File: src/hw/sbsr_pkg.sv
// constants and carrier types for the status summary byte block
// assumes one core clock; lower status groups feed in from same-clock logic
// Notes on behaviour
// RULE1: bits 0 and 1 of the summary byte have no function and read zero.
// RULE2: bit 2 sets on each new error queue entry, queue holds an error.
// RULE3: with mask bit 2 set, every new error entry raises a service request.
// RULE4: bit 3 sets when any enabled questionable group event bit is set.
// RULE5: bit 4 follows a readable message waiting in the output queue.
// RULE6: bit 5 is the summary of enabled standard event register bits.
// RULE7: bit 6 sets when any other byte bit is set with its mask bit.
// RULE8: bit 7 sets when any enabled operation group event bit is set.
// RULE9: controller should unmask bit 2 and poll the error queue per request.
// RULE10: controller may use bit 4 to read response data automatically.
// RULE11: each group summary is OR of event bits ANDed with enable bits.
// RULE12: mask bit 6 ignored; request raised on enabled bit rising 0 to 1.
// RULE13: byte returned current for both status query and serial poll.
package sbsr_pkg;
  localparam int BYTE_WIDTH = 8;
  localparam int GROUP_WIDTH = 16;
  localparam int EVENT_WIDTH = 8;
  // bit positions in the summary byte
  localparam int UNUSED0_BIT = 0;
  localparam int UNUSED1_BIT = 1;
  localparam int ERROR_BIT = 2;
  localparam int QUES_BIT = 3;
  localparam int MSG_BIT = 4;
  localparam int EVENT_BIT = 5;
  localparam int SUMMARY_BIT = 6;
  localparam int OPER_BIT = 7;
  // reset values
  localparam logic [7:0] MASK_RESET = 8'h00;
  localparam logic [7:0] BYTE_RESET = 8'h00;
  // bits that may ever be unmasked: all but unused and the summary bit
  localparam logic [7:0] MASK_WRITABLE = 8'hbc;

  // event and enable parts of one 16 bit status group
  typedef struct packed {
    logic [GROUP_WIDTH-1:0] eventBits;
    logic [GROUP_WIDTH-1:0] enableBits;
  } sbsr_group_type;

  // standard event register and its enable
  typedef struct packed {
    logic [EVENT_WIDTH-1:0] eventBits;
    logic [EVENT_WIDTH-1:0] enableBits;
  } sbsr_event_type;
endpackage

File: src/hw/sbsr_status_byte.sv
// status summary byte with request mask and service request generation
// assumes all inputs come from logic on core_clk; strobes are one cycle
module sbsr_status_byte (
  // clock and reset
  input wire logic core_clk,
  input wire logic resetn,
  // error queue: entry pulse and empty level
  input wire logic errorEntry,
  input wire logic errorQueueEmpty,
  // output queue holds a readable message
  input wire logic messageWaiting,
  // lower status groups
  input wire sbsr_pkg::sbsr_group_type quesGroup,
  input wire sbsr_pkg::sbsr_group_type operGroup,
  input wire sbsr_pkg::sbsr_event_type eventGroup,
  // request mask register write and read back
  input wire logic maskWrite,
  input wire logic [7:0] maskData,
  output logic [7:0] maskValue,
  // status byte query and serial poll
  input wire logic statusQuery,
  input wire logic serialPoll,
  output logic [7:0] readData,
  output logic readValid,
  // live byte and service request
  output logic [7:0] statusByte,
  output logic serviceRequest
);
  logic [7:0] mask_q;
  logic errorFlag_q;
  logic msgFlag_q;
  logic entryDly_q;
  logic [7:0] enabledPrev_q;
  logic serviceRequest_q;
  logic [7:0] readData_q;
  logic readValid_q;
  logic quesFlag;
  logic operFlag;
  logic eventFlag;
  logic [7:0] lowerBits;
  logic [7:0] enabledBits;
  logic summaryFlag;

  // group sum bits
  sbsr_summary #(.WIDTH(sbsr_pkg::GROUP_WIDTH)) quesSum (
    .core_clk(core_clk),
    .resetn(resetn),
    .eventBits(quesGroup.eventBits),
    .enableBits(quesGroup.enableBits),
    .sumFlag(quesFlag)
  );

  sbsr_summary #(.WIDTH(sbsr_pkg::GROUP_WIDTH)) operSum (
    .core_clk(core_clk),
    .resetn(resetn),
    .eventBits(operGroup.eventBits),
    .enableBits(operGroup.enableBits),
    .sumFlag(operFlag)
  );

  sbsr_summary #(.WIDTH(sbsr_pkg::EVENT_WIDTH)) eventSum (
    .core_clk(core_clk),
    .resetn(resetn),
    .eventBits(eventGroup.eventBits),
    .enableBits(eventGroup.enableBits),
    .sumFlag(eventFlag)
  );

  // request mask; bit 6 and unused bits never stored
  always_ff @(posedge core_clk or negedge resetn)
  begin
    if (!resetn)
      mask_q <= sbsr_pkg::MASK_RESET;
    else if (maskWrite)
      mask_q <= maskData & sbsr_pkg::MASK_WRITABLE; // RULE12
  end

  // error flag: an entry wins over an empty queue in the same cycle
  always_ff @(posedge core_clk or negedge resetn)
  begin
    if (!resetn)
      errorFlag_q <= 1'b0;
    else if (errorEntry)
      errorFlag_q <= 1'b1; // RULE2
    else if (errorQueueEmpty)
      errorFlag_q <= 1'b0;
  end

  // message flag follows the queue level
  always_ff @(posedge core_clk or negedge resetn)
  begin
    if (!resetn)
      msgFlag_q <= 1'b0;
    else
      msgFlag_q <= messageWaiting; // RULE5
  end

  // byte without its summary bit; unused bits tied low
  always_comb
  begin
    lowerBits = sbsr_pkg::BYTE_RESET; // RULE1
    lowerBits[sbsr_pkg::ERROR_BIT] = errorFlag_q; // RULE2
    lowerBits[sbsr_pkg::QUES_BIT] = quesFlag; // RULE4
    lowerBits[sbsr_pkg::MSG_BIT] = msgFlag_q; // RULE5
    lowerBits[sbsr_pkg::EVENT_BIT] = eventFlag; // RULE6
    lowerBits[sbsr_pkg::OPER_BIT] = operFlag; // RULE8
  end

  assign enabledBits = lowerBits & mask_q;
  assign summaryFlag = |enabledBits; // RULE7

  always_comb
  begin
    statusByte = lowerBits;
    statusByte[sbsr_pkg::SUMMARY_BIT] = summaryFlag;
  end

  // edge history; entry delayed to line up with the error flag
  always_ff @(posedge core_clk or negedge resetn)
  begin
    if (!resetn)
    begin
      enabledPrev_q <= 8'h00;
      entryDly_q <= 1'b0;
    end
    else
    begin
      enabledPrev_q <= enabledBits;
      entryDly_q <= errorEntry;
    end
  end

  // request on any enabled 0 to 1 change, and on every error entry while mask bit 2 is set so that
  // later entries still interrupt while bit 2 is already set
  always_ff @(posedge core_clk or negedge resetn)
  begin
    if (!resetn)
      serviceRequest_q <= 1'b0;
    else
      serviceRequest_q <= (|(enabledBits & ~enabledPrev_q)) // RULE12
        | (entryDly_q & mask_q[sbsr_pkg::ERROR_BIT]); // RULE3
  end

  // query and poll both capture the live byte; reading clears nothing
  always_ff @(posedge core_clk or negedge resetn)
  begin
    if (!resetn)
    begin
      readData_q <= sbsr_pkg::BYTE_RESET;
      readValid_q <= 1'b0;
    end
    else
    begin
      readValid_q <= statusQuery | serialPoll; // RULE13
      if (statusQuery | serialPoll)
        readData_q <= statusByte; // RULE13
    end
  end

  assign readData = readData_q;
  assign readValid = readValid_q;
  assign maskValue = mask_q;
  assign serviceRequest = serviceRequest_q;
endmodule

File: src/hw/sbsr_summary.sv
// registered sum bit of one status group
// assumes event and enable vectors come from logic on core_clk
module sbsr_summary #(
  parameter int WIDTH = 16
) (
  // clock and reset
  input wire logic core_clk,
  input wire logic resetn,
  // group parts
  input wire logic [WIDTH-1:0] eventBits,
  input wire logic [WIDTH-1:0] enableBits,
  // sum bit, one cycle behind its inputs
  output logic sumFlag
);
  logic sum_q;

  // and each event with its enable, or the products
  always_ff @(posedge core_clk or negedge resetn)
  begin
    if (!resetn)
      sum_q <= 1'b0;
    else
      sum_q <= |(eventBits & enableBits); // RULE11
  end

  assign sumFlag = sum_q;
endmodule

File: config.mk
export PLATFORM = sky130hd
export DESIGN_NAME = sbsr_status_byte
export DESIGN_NICKNAME = d
export VERILOG_FILES = /design/src/hw/sbsr_pkg.sv /design/src/hw/sbsr_status_byte.sv /design/src/hw/sbsr_summary.sv
export SDC_FILE = /design/constraint.sdc
export NUM_CORES = 1
export LEC_CHECK = 0
export BUFFER_PORTS_ARGS = -buffer_cell sky130_fd_sc_hd__buf_2
export CORE_MARGIN = 2
export CORE_UTILIZATION = 35
export CTS_CLUSTER_SIZE = 28
export DETAILED_ROUTE_END_ITERATION = 8
export GPL_TIMING_DRIVEN = 1
export PLACE_DENSITY = 0.91
export SLEW_MARGIN = 20
export SYNTH_ARGS = -nofsm -noshare
export SYNTH_HDL_FRONTEND = slang
export SYNTH_HIERARCHICAL = 1
export SYNTH_SLANG_ARGS = --single-unit
File: constraint.sdc
create_clock -name core_clk -period 1.3 [get_ports core_clk]
set_input_delay 0.26 -clock core_clk [delete_from_list [all_inputs] [get_ports core_clk]]
set_output_delay 0.26 -clock core_clk [all_outputs]
set_load 0.02 [all_outputs]
==> out/results.txt, run 1 <==
H-Tree Depth -> 1
GR Overflow Total -> 0
Clock Latency Late Sink -> 0.32 ns
Max Fanout on Critical Path -> 5
Buf/Inv on CP -> 1
Top-area cell type share of the netlist area -> 50.9%
Clk_skew -> 0.00610 ns
Ys async rst share -> 100%
Most common cell in the netlist -> dfrtp_1
GRT Total Usage -> 15.4%
Worst EP required -> 1.04 ns
Routed WL per cell -> 11.9 um
Vias/cell -> 4.60
Worst hold slack -> 0.0321 ns
Die Span Y -> 62.1 um
Commonest cells post-synth -> 24 x dfrtp_1, 13 x buf_4, 10 x mux2_2
Worst hold path class -> input port to register
Fin worst setup slack -> -0.202 ns
Finish-stage setup viols -> 2
Compound-Gate Fraction of Synth Area -> 21.5%
CP endpoint kind -> primary output
Reg clk slew, reported paths -> 0.12 ns
Antenna cells -> 0
Mux cell area share after synthesis -> 10.8%
Power Dens Cells -> 919 mW/mm^2
Core box area -> 0.00328 mm^2
Status -> finished with violations
Crit path DAT -> 1.24 ns
CTS buffer count -> 3
Nets -> 301
Port Buffers -> 111
DPL Wire Length -> 2.57 mm
Post-Synth Adder-Cell Area -> 0%
Ranking of synthesized cells by area -> dfrtp_1 51%, a221oi_2 10%, mux2_2 9.5%
Fmax -> 666 MHz
Max-slew headroom -> 66.5%
Ys flop type -> dfrtp_1
Startpoint Class -> register
Area of the die -> 0.00385 mm^2
P&R area growth vs syn -> 52.4%
Post-Syn Area -> 0.00118 mm^2
Total leakage power -> 0.929 nW
Initial DRC count -> 21
Largest net degree at the start of global routing -> 25
Core Util, Final -> 54.7%
Final Max Tran Viols -> 0
Share of layout cells above drive strength 1 -> 69.1%
Fillcell total -> 301
Slowest CP cell -> dfrtp_1
Top Family by Delay on Critical Path -> flip-flops
Max IR drop VDD -> 0.000381 V
Yosys warning count -> 6
Crit path cell chain -> a22oi_2 -> nand4_1 -> buf_2
Storage element area -> 601 um^2
Via count -> 1149
Failing checks -> setup timing
Max Cap Viol -> 0
Crit path time final -> 1.50 ns
Starting Density -> 35.9%
Critical R2R Capture -> serviceRequest$_DFF_PN0_
Total power -> 1.65 mW
Drt first pass iters -> 5
Hold_sp -> messageWaiting
Period Utilization, post-route -> 116%
Area leader, netlist -> dfrtp_1
Chip width -> 62.1 um
#FFs+latches synth -> 24
Setup slack, reg-to-reg -> 0.04 ns
Mapped Cells -> 92
Initial antenna violation count -> 0
Fin cells -> 250
Post-synthesis simple-gate area fraction -> 6.26%
Critical path class -> register to primary output
Crit-path max cell delay -> 0.44 ns
EDFF count, synth -> 0
Clock Tree Root -> clkbuf_4
Max clock buf depth -> 2
Final Wtd Congestion -> 0.753
RSZ-0062 raised after global routing -> true
Main combinational cell family by area after synthesis -> compound AO/OA/AOI/OAI gates
Worst R2R Start -> errorFlag_q$_DFFE_PN0P_
Vias in the first global route -> 1107
Site Rows -> 21
Hold Path Stages -> 1
Yosys cell types -> 18
Residual DRC count -> 0
Clk sink count -> 24
Routed Antenna Nets -> 0
R2r worst-path depth -> 4
Syn Area/Cell -> 12.8 um^2
First-pass GRT wire length -> 4.42 mm
WL final -> 2.98 mm
Slew at the pin closest to its max-slew limit -> 0.502 ns
CTS tree -> built
Worst slack, placed -> 0.0894 ns
Seq/Total Area, Yosys -> 50.9%
XOR/XNOR share of the synthesized area -> 0%
I/O pins -> 122
Hold EP -> msgFlag_q$_DFF_PN0_
Final Hold Viols -> 0
Dpl cells -> 243
Multi-input gate area -> 487 um^2
placed cells by master (no fill, tap or decap), types with 2 or more instances in the layout:
cell / count
buf_4: 3
o22ai_1: 2
nand2_1: 4
a221oi_2: 8
dfrtp_1: 24
buf_2: 110
nand4_1: 4
mux2_2: 10
clkbuf_4: 3
conb_1: 7
a22oi_1: 4
a22o_1: 8
inv_1: 6
metrics by stage:
step | setup TNS (ns) | instance area (um^2)
6_report | -0.298 | 1800
5_1_grt | -0.466 | 1800
4_1_cts | -0.432 | 1820
3_5_place_dp | 0 | 1730
3_3_place_gp | 0 | 1730
2_1_floorplan | 0 | 1200
routing by layer:
metal	vias up	part of all wire [%]	track usage, %
met2	77	50	30.2
met4	0	1.0	4.56
met1	515	38	16.9
li1	552	-	-
met5	-	0	0
met3	5	10	2.07
report_power, final:
group / leakage (nW) / switching [mW] / internal (mW) / total [mW]
registers: 0.259 / 0.0320 / 0.802 / 0.834
logic: 0.648 / 0.209 / 0.223 / 0.431
clock network: 0.0210 / 0.216 / 0.172 / 0.387
total: 0.929 / 0.456 / 1.20 / 1.65
worst register-to-register path, cell delays in order, from the launching register on:
cell and delay (ns):
dfrtp_1 0.42, buf_4 0.14, nor2b_1 0.12, o21ai_1 0.12, or3b_1 0.35
flip-flops by register name, indices dropped and copies added, names as in the netlist:
name	count
msgFlag_q	1
enabledPrev_q	5
operSum/sumFlag	1
readValid	1
eventSum/sumFlag	1
readData	6
serviceRequest	1
quesSum/sumFlag	1
maskValue	5
errorFlag_q	1
entryDly_q	1
final cells by class:
| class | count | area share, % |
|---|---|---|
| clock buffers | 4 | 2.02 |
| inverters | 6 | 1.25 |
| multi-input cells | 55 | 27.1 |
| flip-flops and latches | 24 | 33.4 |
| well taps | 46 | 3.20 |
| repair buffers | 115 | 33.1 |
cell families after synthesis:
logic type / count (synthesis)
simple gates: 12
flops: 24
buf+inv: 19
compound gates: 25
other cells: 1
mux: 11
how the worst max path moves through the flow:
stage                                  start             to  cells past startpoint
floorplan           maskValue[2]$_DFFE_PN0P_  statusByte[6]                      3
global placement    maskValue[2]$_DFFE_PN0P_  statusByte[6]                      3
detailed placement   errorFlag_q$_DFFE_PN0P_  statusByte[6]                      3
CTS                  errorFlag_q$_DFFE_PN0P_  statusByte[6]                      3
global route        maskValue[2]$_DFFE_PN0P_  statusByte[6]                      3
finish              maskValue[2]$_DFFE_PN0P_  statusByte[6]                      3
repair_timing:
action / in CTS / in global routing
endpoints found under the setup margin: 1 / 4
gates resized for setup: 6 / 0
hold buffers: 1 / 0
pin swaps: 1 / 0
endpoints found under the hold margin: 24 / 0
setup buffers: 4 / 1
(Power assumes the default switching activity.)
==> run 2: changes to the inputs <==
Settings changed: ABC_AREA from default to 1, CORE_UTILIZATION 35 to 36.
==> out/results.txt, run 2 <==
Via count -> 1404 (was 1149)
Hold Path Stages -> 1 (unchanged)
RSZ-0062 raised after global routing -> true (unchanged)
Worst R2R Start -> eventSum/sumFlag$_DFF_PN0_ (was errorFlag_q$_DFFE_PN0P_)
Residual DRC count -> 0 (unchanged)
Power Dens Cells -> 833 mW/mm^2 (was 919 mW/mm^2)
DPL Wire Length -> 2.80 mm (was 2.57 mm)
Initial antenna violation count -> 0 (unchanged)
Slew at the pin closest to its max-slew limit -> 0.521 ns (was 0.502 ns)
WL final -> 3.30 mm (was 2.98 mm)
Nets -> 388 (was 301)
Most common cell in the netlist -> nand2_1 (was dfrtp_1)
Final Hold Viols -> 0 (unchanged)
Reg clk slew, reported paths -> 0.12 ns (about the same)
Buf/Inv on CP -> 1 (unchanged)
Period Utilization, post-route -> 116% (about the same)
Vias/cell -> 4.18 (was 4.60)
EDFF count, synth -> 0 (unchanged)
Critical path class -> register to primary output (unchanged)
GR Overflow Total -> 0 (unchanged)
Max Cap Viol -> 0 (unchanged)
GRT Total Usage -> 16.8% (was 15.4%)
CTS buffer count -> 3 (unchanged)
Clock Tree Root -> clkbuf_4 (unchanged)
Max IR drop VDD -> 0.000341 V (was 0.000381 V)
Mapped Cells -> 171 (was 92)
Share of layout cells above drive strength 1 -> 47.6% (was 69.1%)
Finish-stage setup viols -> 1 (was 2)
Area of the die -> 0.00401 mm^2 (was 0.00385 mm^2)
Initial DRC count -> 55 (was 21)
Top-area cell type share of the netlist area -> 47.4% (was 50.9%)
Yosys cell types -> 14 (was 18)
Worst hold path class -> input port to register (unchanged)
Crit-path max cell delay -> 0.41 ns (was 0.44 ns)
Status -> finished with violations (unchanged)
Antenna cells -> 0 (unchanged)
P&R area growth vs syn -> 55.9% (was 52.4%)
Routed Antenna Nets -> 0 (unchanged)
Ranking of synthesized cells by area -> dfrtp_1 47%, nand2_1 25%, buf_4 7.7% (was dfrtp_1 51%, a221oi_2 10%, mux2_2 9.5%)
Critical R2R Capture -> serviceRequest$_DFF_PN0_ (unchanged)
Ys flop type -> dfrtp_1 (unchanged)
Routed WL per cell -> 9.82 um (was 11.9 um)
Failing checks -> setup timing (unchanged)
Seq/Total Area, Yosys -> 47.4% (was 50.9%)
Commonest cells post-synth -> 86 x nand2_1, 24 x dfrtp_1, 18 x inv_1 (was 24 x dfrtp_1, 13 x buf_4, 10 x mux2_2)
Clk sink count -> 24 (unchanged)
First-pass GRT wire length -> 5.41 mm (was 4.42 mm)
H-Tree Depth -> 1 (unchanged)
Ys async rst share -> 100% (unchanged)
#FFs+latches synth -> 24 (unchanged)
Vias in the first global route -> 1375 (was 1107)
Area leader, netlist -> dfrtp_1 (unchanged)
Max clock buf depth -> 2 (unchanged)
Worst setup startpoint -> eventSum/sumFlag$_DFF_PN0_ (was maskValue[2]$_DFFE_PN0P_)
CTS tree -> built (unchanged)
Crit path cell chain -> nand2_2 -> nand3_2 -> or2_1 -> buf_6 (was a22oi_2 -> nand4_1 -> buf_2)
Hold_sp -> messageWaiting (unchanged)
Dpl cells -> 321 (was 243)
Top Family by Delay on Critical Path -> flip-flops (unchanged)
CP endpoint kind -> primary output (unchanged)
Fin Setup TNS -> -0.213 ns (was -0.298 ns)
Total leakage power -> 1.20 nW (was 0.929 nW)
Yosys warning count -> 6 (unchanged)
Syn Area/Cell -> 7.40 um^2 (was 12.8 um^2)
Max Fanout on Critical Path -> 2 (was 5)
Final Max Tran Viols -> 0 (unchanged)
Setup slack, reg-to-reg -> 0.36 ns (was 0.04 ns)
Post-Syn Area -> 0.00127 mm^2 (was 0.00118 mm^2)
Final Wtd Congestion -> 0.739 (was 0.753)
Most common cell after layout, fill and taps aside -> buf_2 (unchanged)
Die Span Y -> 63.3 um (was 62.1 um)
I/O pins -> 122 (unchanged)
Startpoint Class -> register (unchanged)
Core box area -> 0.00336 mm^2 (was 0.00328 mm^2)
Most frequent cells in the layout -> 105 x buf_2, 81 x nand2_1, 24 x dfrtp_1 (was 110 x buf_2, 24 x dfrtp_1, 10 x mux2_2)
Worst EP required -> 1.04 ns (about the same)
R2r worst-path depth -> 5 (was 4)
Max FFs per register -> 6 (unchanged)
Starting Density -> 37.6% (was 35.9%)
Fin worst setup slack -> -0.213 ns (was -0.202 ns)
Largest net degree at the start of global routing -> 25 (unchanged)
Port Buffers -> 111 (unchanged)
Crit path time final -> 1.51 ns (was 1.50 ns)
Drt first pass iters -> 4 (was 5)
Crit path DAT -> 1.25 ns (was 1.24 ns)
Clock Latency Late Sink -> 0.30 ns (was 0.32 ns)
Fin cells -> 336 (was 250)
Max-slew headroom -> 65.3% (was 66.5%)
Worst slack, placed -> 0.0570 ns (was 0.0894 ns)
Clk_skew -> 0.00117 ns (was 0.00610 ns)
Fmax -> 661 MHz (was 666 MHz)
Chip width -> 63.3 um (was 62.1 um)
Hold EP -> msgFlag_q$_DFF_PN0_ (unchanged)
Slowest CP cell -> dfrtp_1 (unchanged)
Site Rows -> 21 (unchanged)
run 2: worst max path at each step:
stage	to	slack (ns)	depth (start not counted)
after floorplan	statusByte[6]	0.04	4
after global placement	statusByte[6]	0.09	4
final	statusByte[6]	-0.21	4
after global routing	statusByte[6]	-0.28	4
after detailed placement	statusByte[6]	0.06	4
after CTS	statusByte[6]	-0.23	4
run 2: layout make-up:
cell class                      instances  area (um^2)
Fill cell                             327         1390
Tap cell                               46         57.6
Timing Repair Buffer                  123          686
Clock buffer                            3         22.5
Sequential cell                        24          601
Multi-Input combinational cell        121          537
Inverter                               19         71.3
run 2: cell families (layout without fill, tap and decap cells):
family / Yosys count / in the layout / share of synthesized area, %
simple gates: 105 / 105 / 32.5
buf+inv: 32 / 145 / 13.3
flops: 24 / 24 / 47.4
mux: 5 / 5 / 4.45
compound gates: 4 / 4 / 1.98
other cells: 1 / 7 / 0.296
run 2: worst register-to-register path, delay by kind of cell (launching register included):
kind          cells  cell delay, ns
buf+inv           1            0.12
simple gates      4            0.30
flops             1            0.41
run 2: metal layers:
layer	vias to the layer above	track usage [%]	part of all wire (%)
met5	-	0	0
met4	0	5.98	1.2
met3	4	2.14	7.4
met2	64	34.7	56
met1	607	16.8	35
li1	729	-	-
run 2: metrics by stage:
step | hold slack (ns) | utilization (%) | power (mW) | instance area (um^2)
floorplan | -0.0356 | - | 1.09 | 1290
global placement | 0.257 | 53.6 | 1.28 | 1800
detailed placement | 0.268 | 53.6 | 1.29 | 1800
global route | 0.0403 | 58.7 | 1.76 | 1970
CTS | 0.0488 | 57.5 | 1.65 | 1930
finish | 0.0594 | 58.7 | 1.64 | 1970
run 2: what timing repair did:
item / in CTS / in global routing
buffers inserted: 10 / 2
resized for setup: 7 / 11
endpoints found under the setup margin: 1 / 7
hold buffers: 1 / 0
pin swaps: 1 / 1
hold endpoints to repair: 24 / 0
run 2: where the power goes:
part	switching [mW]	leakage [nW]	internal (mW)
registers	0.0287	0.265	0.806
logic	0.255	0.919	0.248
clock network	0.199	0.0138	0.108
==> run 3: changes to the inputs <==
Settings changed: BUFFER_PORTS_ARGS -buffer_cell sky130_fd_sc_hd__buf_2 to default, CORE_UTILIZATION 36 to 45, DONT_BUFFER_PORTS from default to 1, PLACE_DENSITY 0.91 to 0.71.
==> out/results.txt, run 3 (synthesized netlist as in run 2, its figures left out) <==
Status -> finished with violations (unchanged)
Failing checks -> setup timing (unchanged)
Clock Tree Root -> clkbuf_4 (unchanged)
Dpl cells -> 205 (was 321)
Buf/Inv on CP -> 0 (was 1)
Slew at the pin closest to its max-slew limit -> 0.522 ns (was 0.521 ns)
Clk_skew -> 0.0135 ns (was 0.00117 ns)
RSZ-0062 raised after global routing -> true (unchanged)
Vias/cell -> 4.89 (was 4.18)
Total leakage power -> 0.815 nW (was 1.20 nW)
Fin area -> 0.00147 mm^2 (was 0.00197 mm^2)
Core box area -> 0.00271 mm^2 (was 0.00336 mm^2)
Critical path class -> register to primary output (unchanged)
Drt first pass iters -> 5 (was 4)
GR Overflow Total -> 0 (unchanged)
Post-DP Area -> 0.00131 mm^2 (was 0.00180 mm^2)
Die Span Y -> 57.0 um (was 63.3 um)
Core Util, Final -> 54.3% (was 58.7%)
Finish-stage setup viols -> 2 (was 1)
Fin cells -> 220 (was 336)
Most common cell after layout, fill and taps aside -> nand2_1 (was buf_2)
CP endpoint kind -> primary output (unchanged)
Startpoint Class -> register (unchanged)
First-pass GRT wire length -> 4.26 mm (was 5.41 mm)
WL final -> 3.02 mm (was 3.30 mm)
Area of the die -> 0.00325 mm^2 (was 0.00401 mm^2)
Slowest CP cell -> dfrtp_1 (unchanged)
Routed WL per cell -> 13.7 um (was 9.82 um)
Power Dens Cells -> 1160 mW/mm^2 (was 833 mW/mm^2)
Top Family by Delay on Critical Path -> simple AND/OR/NAND/NOR gates (was flip-flops)
Initial antenna violation count -> 0 (unchanged)
Starting Density -> 46.7% (was 37.6%)
H-Tree Depth -> 1 (unchanged)
Final Max Tran Viols -> 0 (unchanged)
Antenna cells -> 0 (unchanged)
Most frequent cells in the layout -> 81 x nand2_1, 24 x dfrtp_1, 18 x inv_1 (was 105 x buf_2, 81 x nand2_1, 24 x dfrtp_1)
Max Cap Viol -> 0 (unchanged)
Fin worst setup slack -> -0.141 ns (was -0.213 ns)
Period Utilization, post-route -> 111% (was 116%)
Routed Antenna Nets -> 0 (unchanged)
Max clock buf depth -> 2 (unchanged)
Reg clk slew, reported paths -> 0.14 ns (was 0.12 ns)
Max FFs per register -> 6 (unchanged)
CTS tree -> built (unchanged)
Nets -> 286 (was 388)
Max IR drop VDD -> 0.000781 V (was 0.000341 V)
Worst slack, placed -> 0.149 ns (was 0.0570 ns)
Via count -> 1075 (was 1404)
Site Rows -> 19 (was 21)
Clk sink count -> 24 (unchanged)
Largest net degree at the start of global routing -> 25 (unchanged)
Worst hold path class -> input port to register (unchanged)
Max Fanout on Critical Path -> 2 (unchanged)
Chip width -> 57.0 um (was 63.3 um)
Final Hold Viols -> 0 (unchanged)
GRT Total Usage -> 16.7% (was 16.8%)
Fmax -> 694 MHz (was 661 MHz)
Crit path cell chain -> nand2_2 -> nand3_2 -> or2_4 (was nand2_2 -> nand3_2 -> or2_1 -> buf_6)
Worst EP required -> 1.04 ns (about the same)
Share of layout cells above drive strength 1 -> 19.0% (was 47.6%)
Clock Latency Late Sink -> 0.31 ns (was 0.30 ns)
P&R area growth vs syn -> 16.3% (was 55.9%)
I/O pins -> 122 (unchanged)
Fin Setup TNS -> -0.201 ns (was -0.213 ns)
Max-slew headroom -> 65.2% (was 65.3%)
DPL Wire Length -> 2.46 mm (was 2.80 mm)
Final Wtd Congestion -> 0.838 (was 0.739)
Crit path DAT -> 1.18 ns (was 1.25 ns)
Vias in the first global route -> 1029 (was 1375)
Initial DRC count -> 31 (was 55)
Crit path time final -> 1.44 ns (was 1.51 ns)
Port Buffers -> 0 (was 111)
Residual DRC count -> 0 (unchanged)
CTS buffer count -> 3 (unchanged)
Crit-path max cell delay -> 0.42 ns (was 0.41 ns)
==> run 3: cell types whose count changed in the layout (fill, tap and decap cells not counted), moves of 2 or more <==
| cell | delta |
|---|---|
| dlygate4sd3_1 | +2 |
| buf_4 | +4 |
| buf_2 | -104 |
| buf_6 | -4 |
==> run 3: routing by layer <==
layer	share of wire (%)	global-route usage [%]	vias up
met5	0	0	-
met2	58	33.7	68
li1	-	-	530
met1	31	16.6	473
met3	9.7	4.08	4
met4	0.96	4.32	0
==> run 3: layout make-up <==
class | count | area, um^2
multi-input combinational | 121 | 539
inverter | 19 | 71.3
fill | 257 | 1240
tap | 31 | 38.8
sequential | 24 | 601
clock buffer | 3 | 22.5
clock inverter | 1 | 30.0
timing repair buffer | 21 | 170
==> run 3: timing repair <==
item / 4_1_cts / 5_1_grt
gates cloned: 0 / 0
endpoints found under the setup margin: 1 / 2
hold buffers: 3 / 1
resized for setup: 5 / 4
buffers inserted: 3 / 4
endpoints found under the hold margin: 26 / 24
pin swaps: 5 / 3
==> run 3: worst paths after layout <==
kind | start | to | slack, ns | depth (start not counted)
setup / recovery | maskValue[3]$_DFFE_PN0P_ | statusByte[6] | -0.14 | 3
hold / removal | errorQueueEmpty | errorFlag_q$_DFFE_PN0P_ | 0.05 | 1
setup reg to reg | maskValue[3]$_DFFE_PN0P_ | maskValue[3]$_DFFE_PN0P_ | 0.24 | 3
hold reg to reg | maskValue[2]$_DFFE_PN0P_ | enabledPrev_q[2]$_DFF_PN0_ | 0.52 | 2
max in group asynchronous | resetn | maskValue[7]$_DFFE_PN0P_ | 0.49 | 2
min in group asynchronous | resetn | readData[4]$_DFFE_PN0P_ | 0.44 | 2
==> run 3: power by group <==
part	total, mW	internal [mW]	switching (mW)
sequential	0.865	0.806	0.0589
combinational	0.312	0.133	0.179
clock	0.527	0.311	0.216
==> run 3: stage by stage <==
stage | hold slack, ns | total power, mW
2_1_floorplan | -0.0356 | 1.09
5_1_grt | 0.0377 | 1.78
3_5_place_dp | -0.0351 | 1.13
6_report | 0.0544 | 1.70
4_1_cts | 0.0423 | 1.71
3_3_place_gp | -0.0351 | 1.12
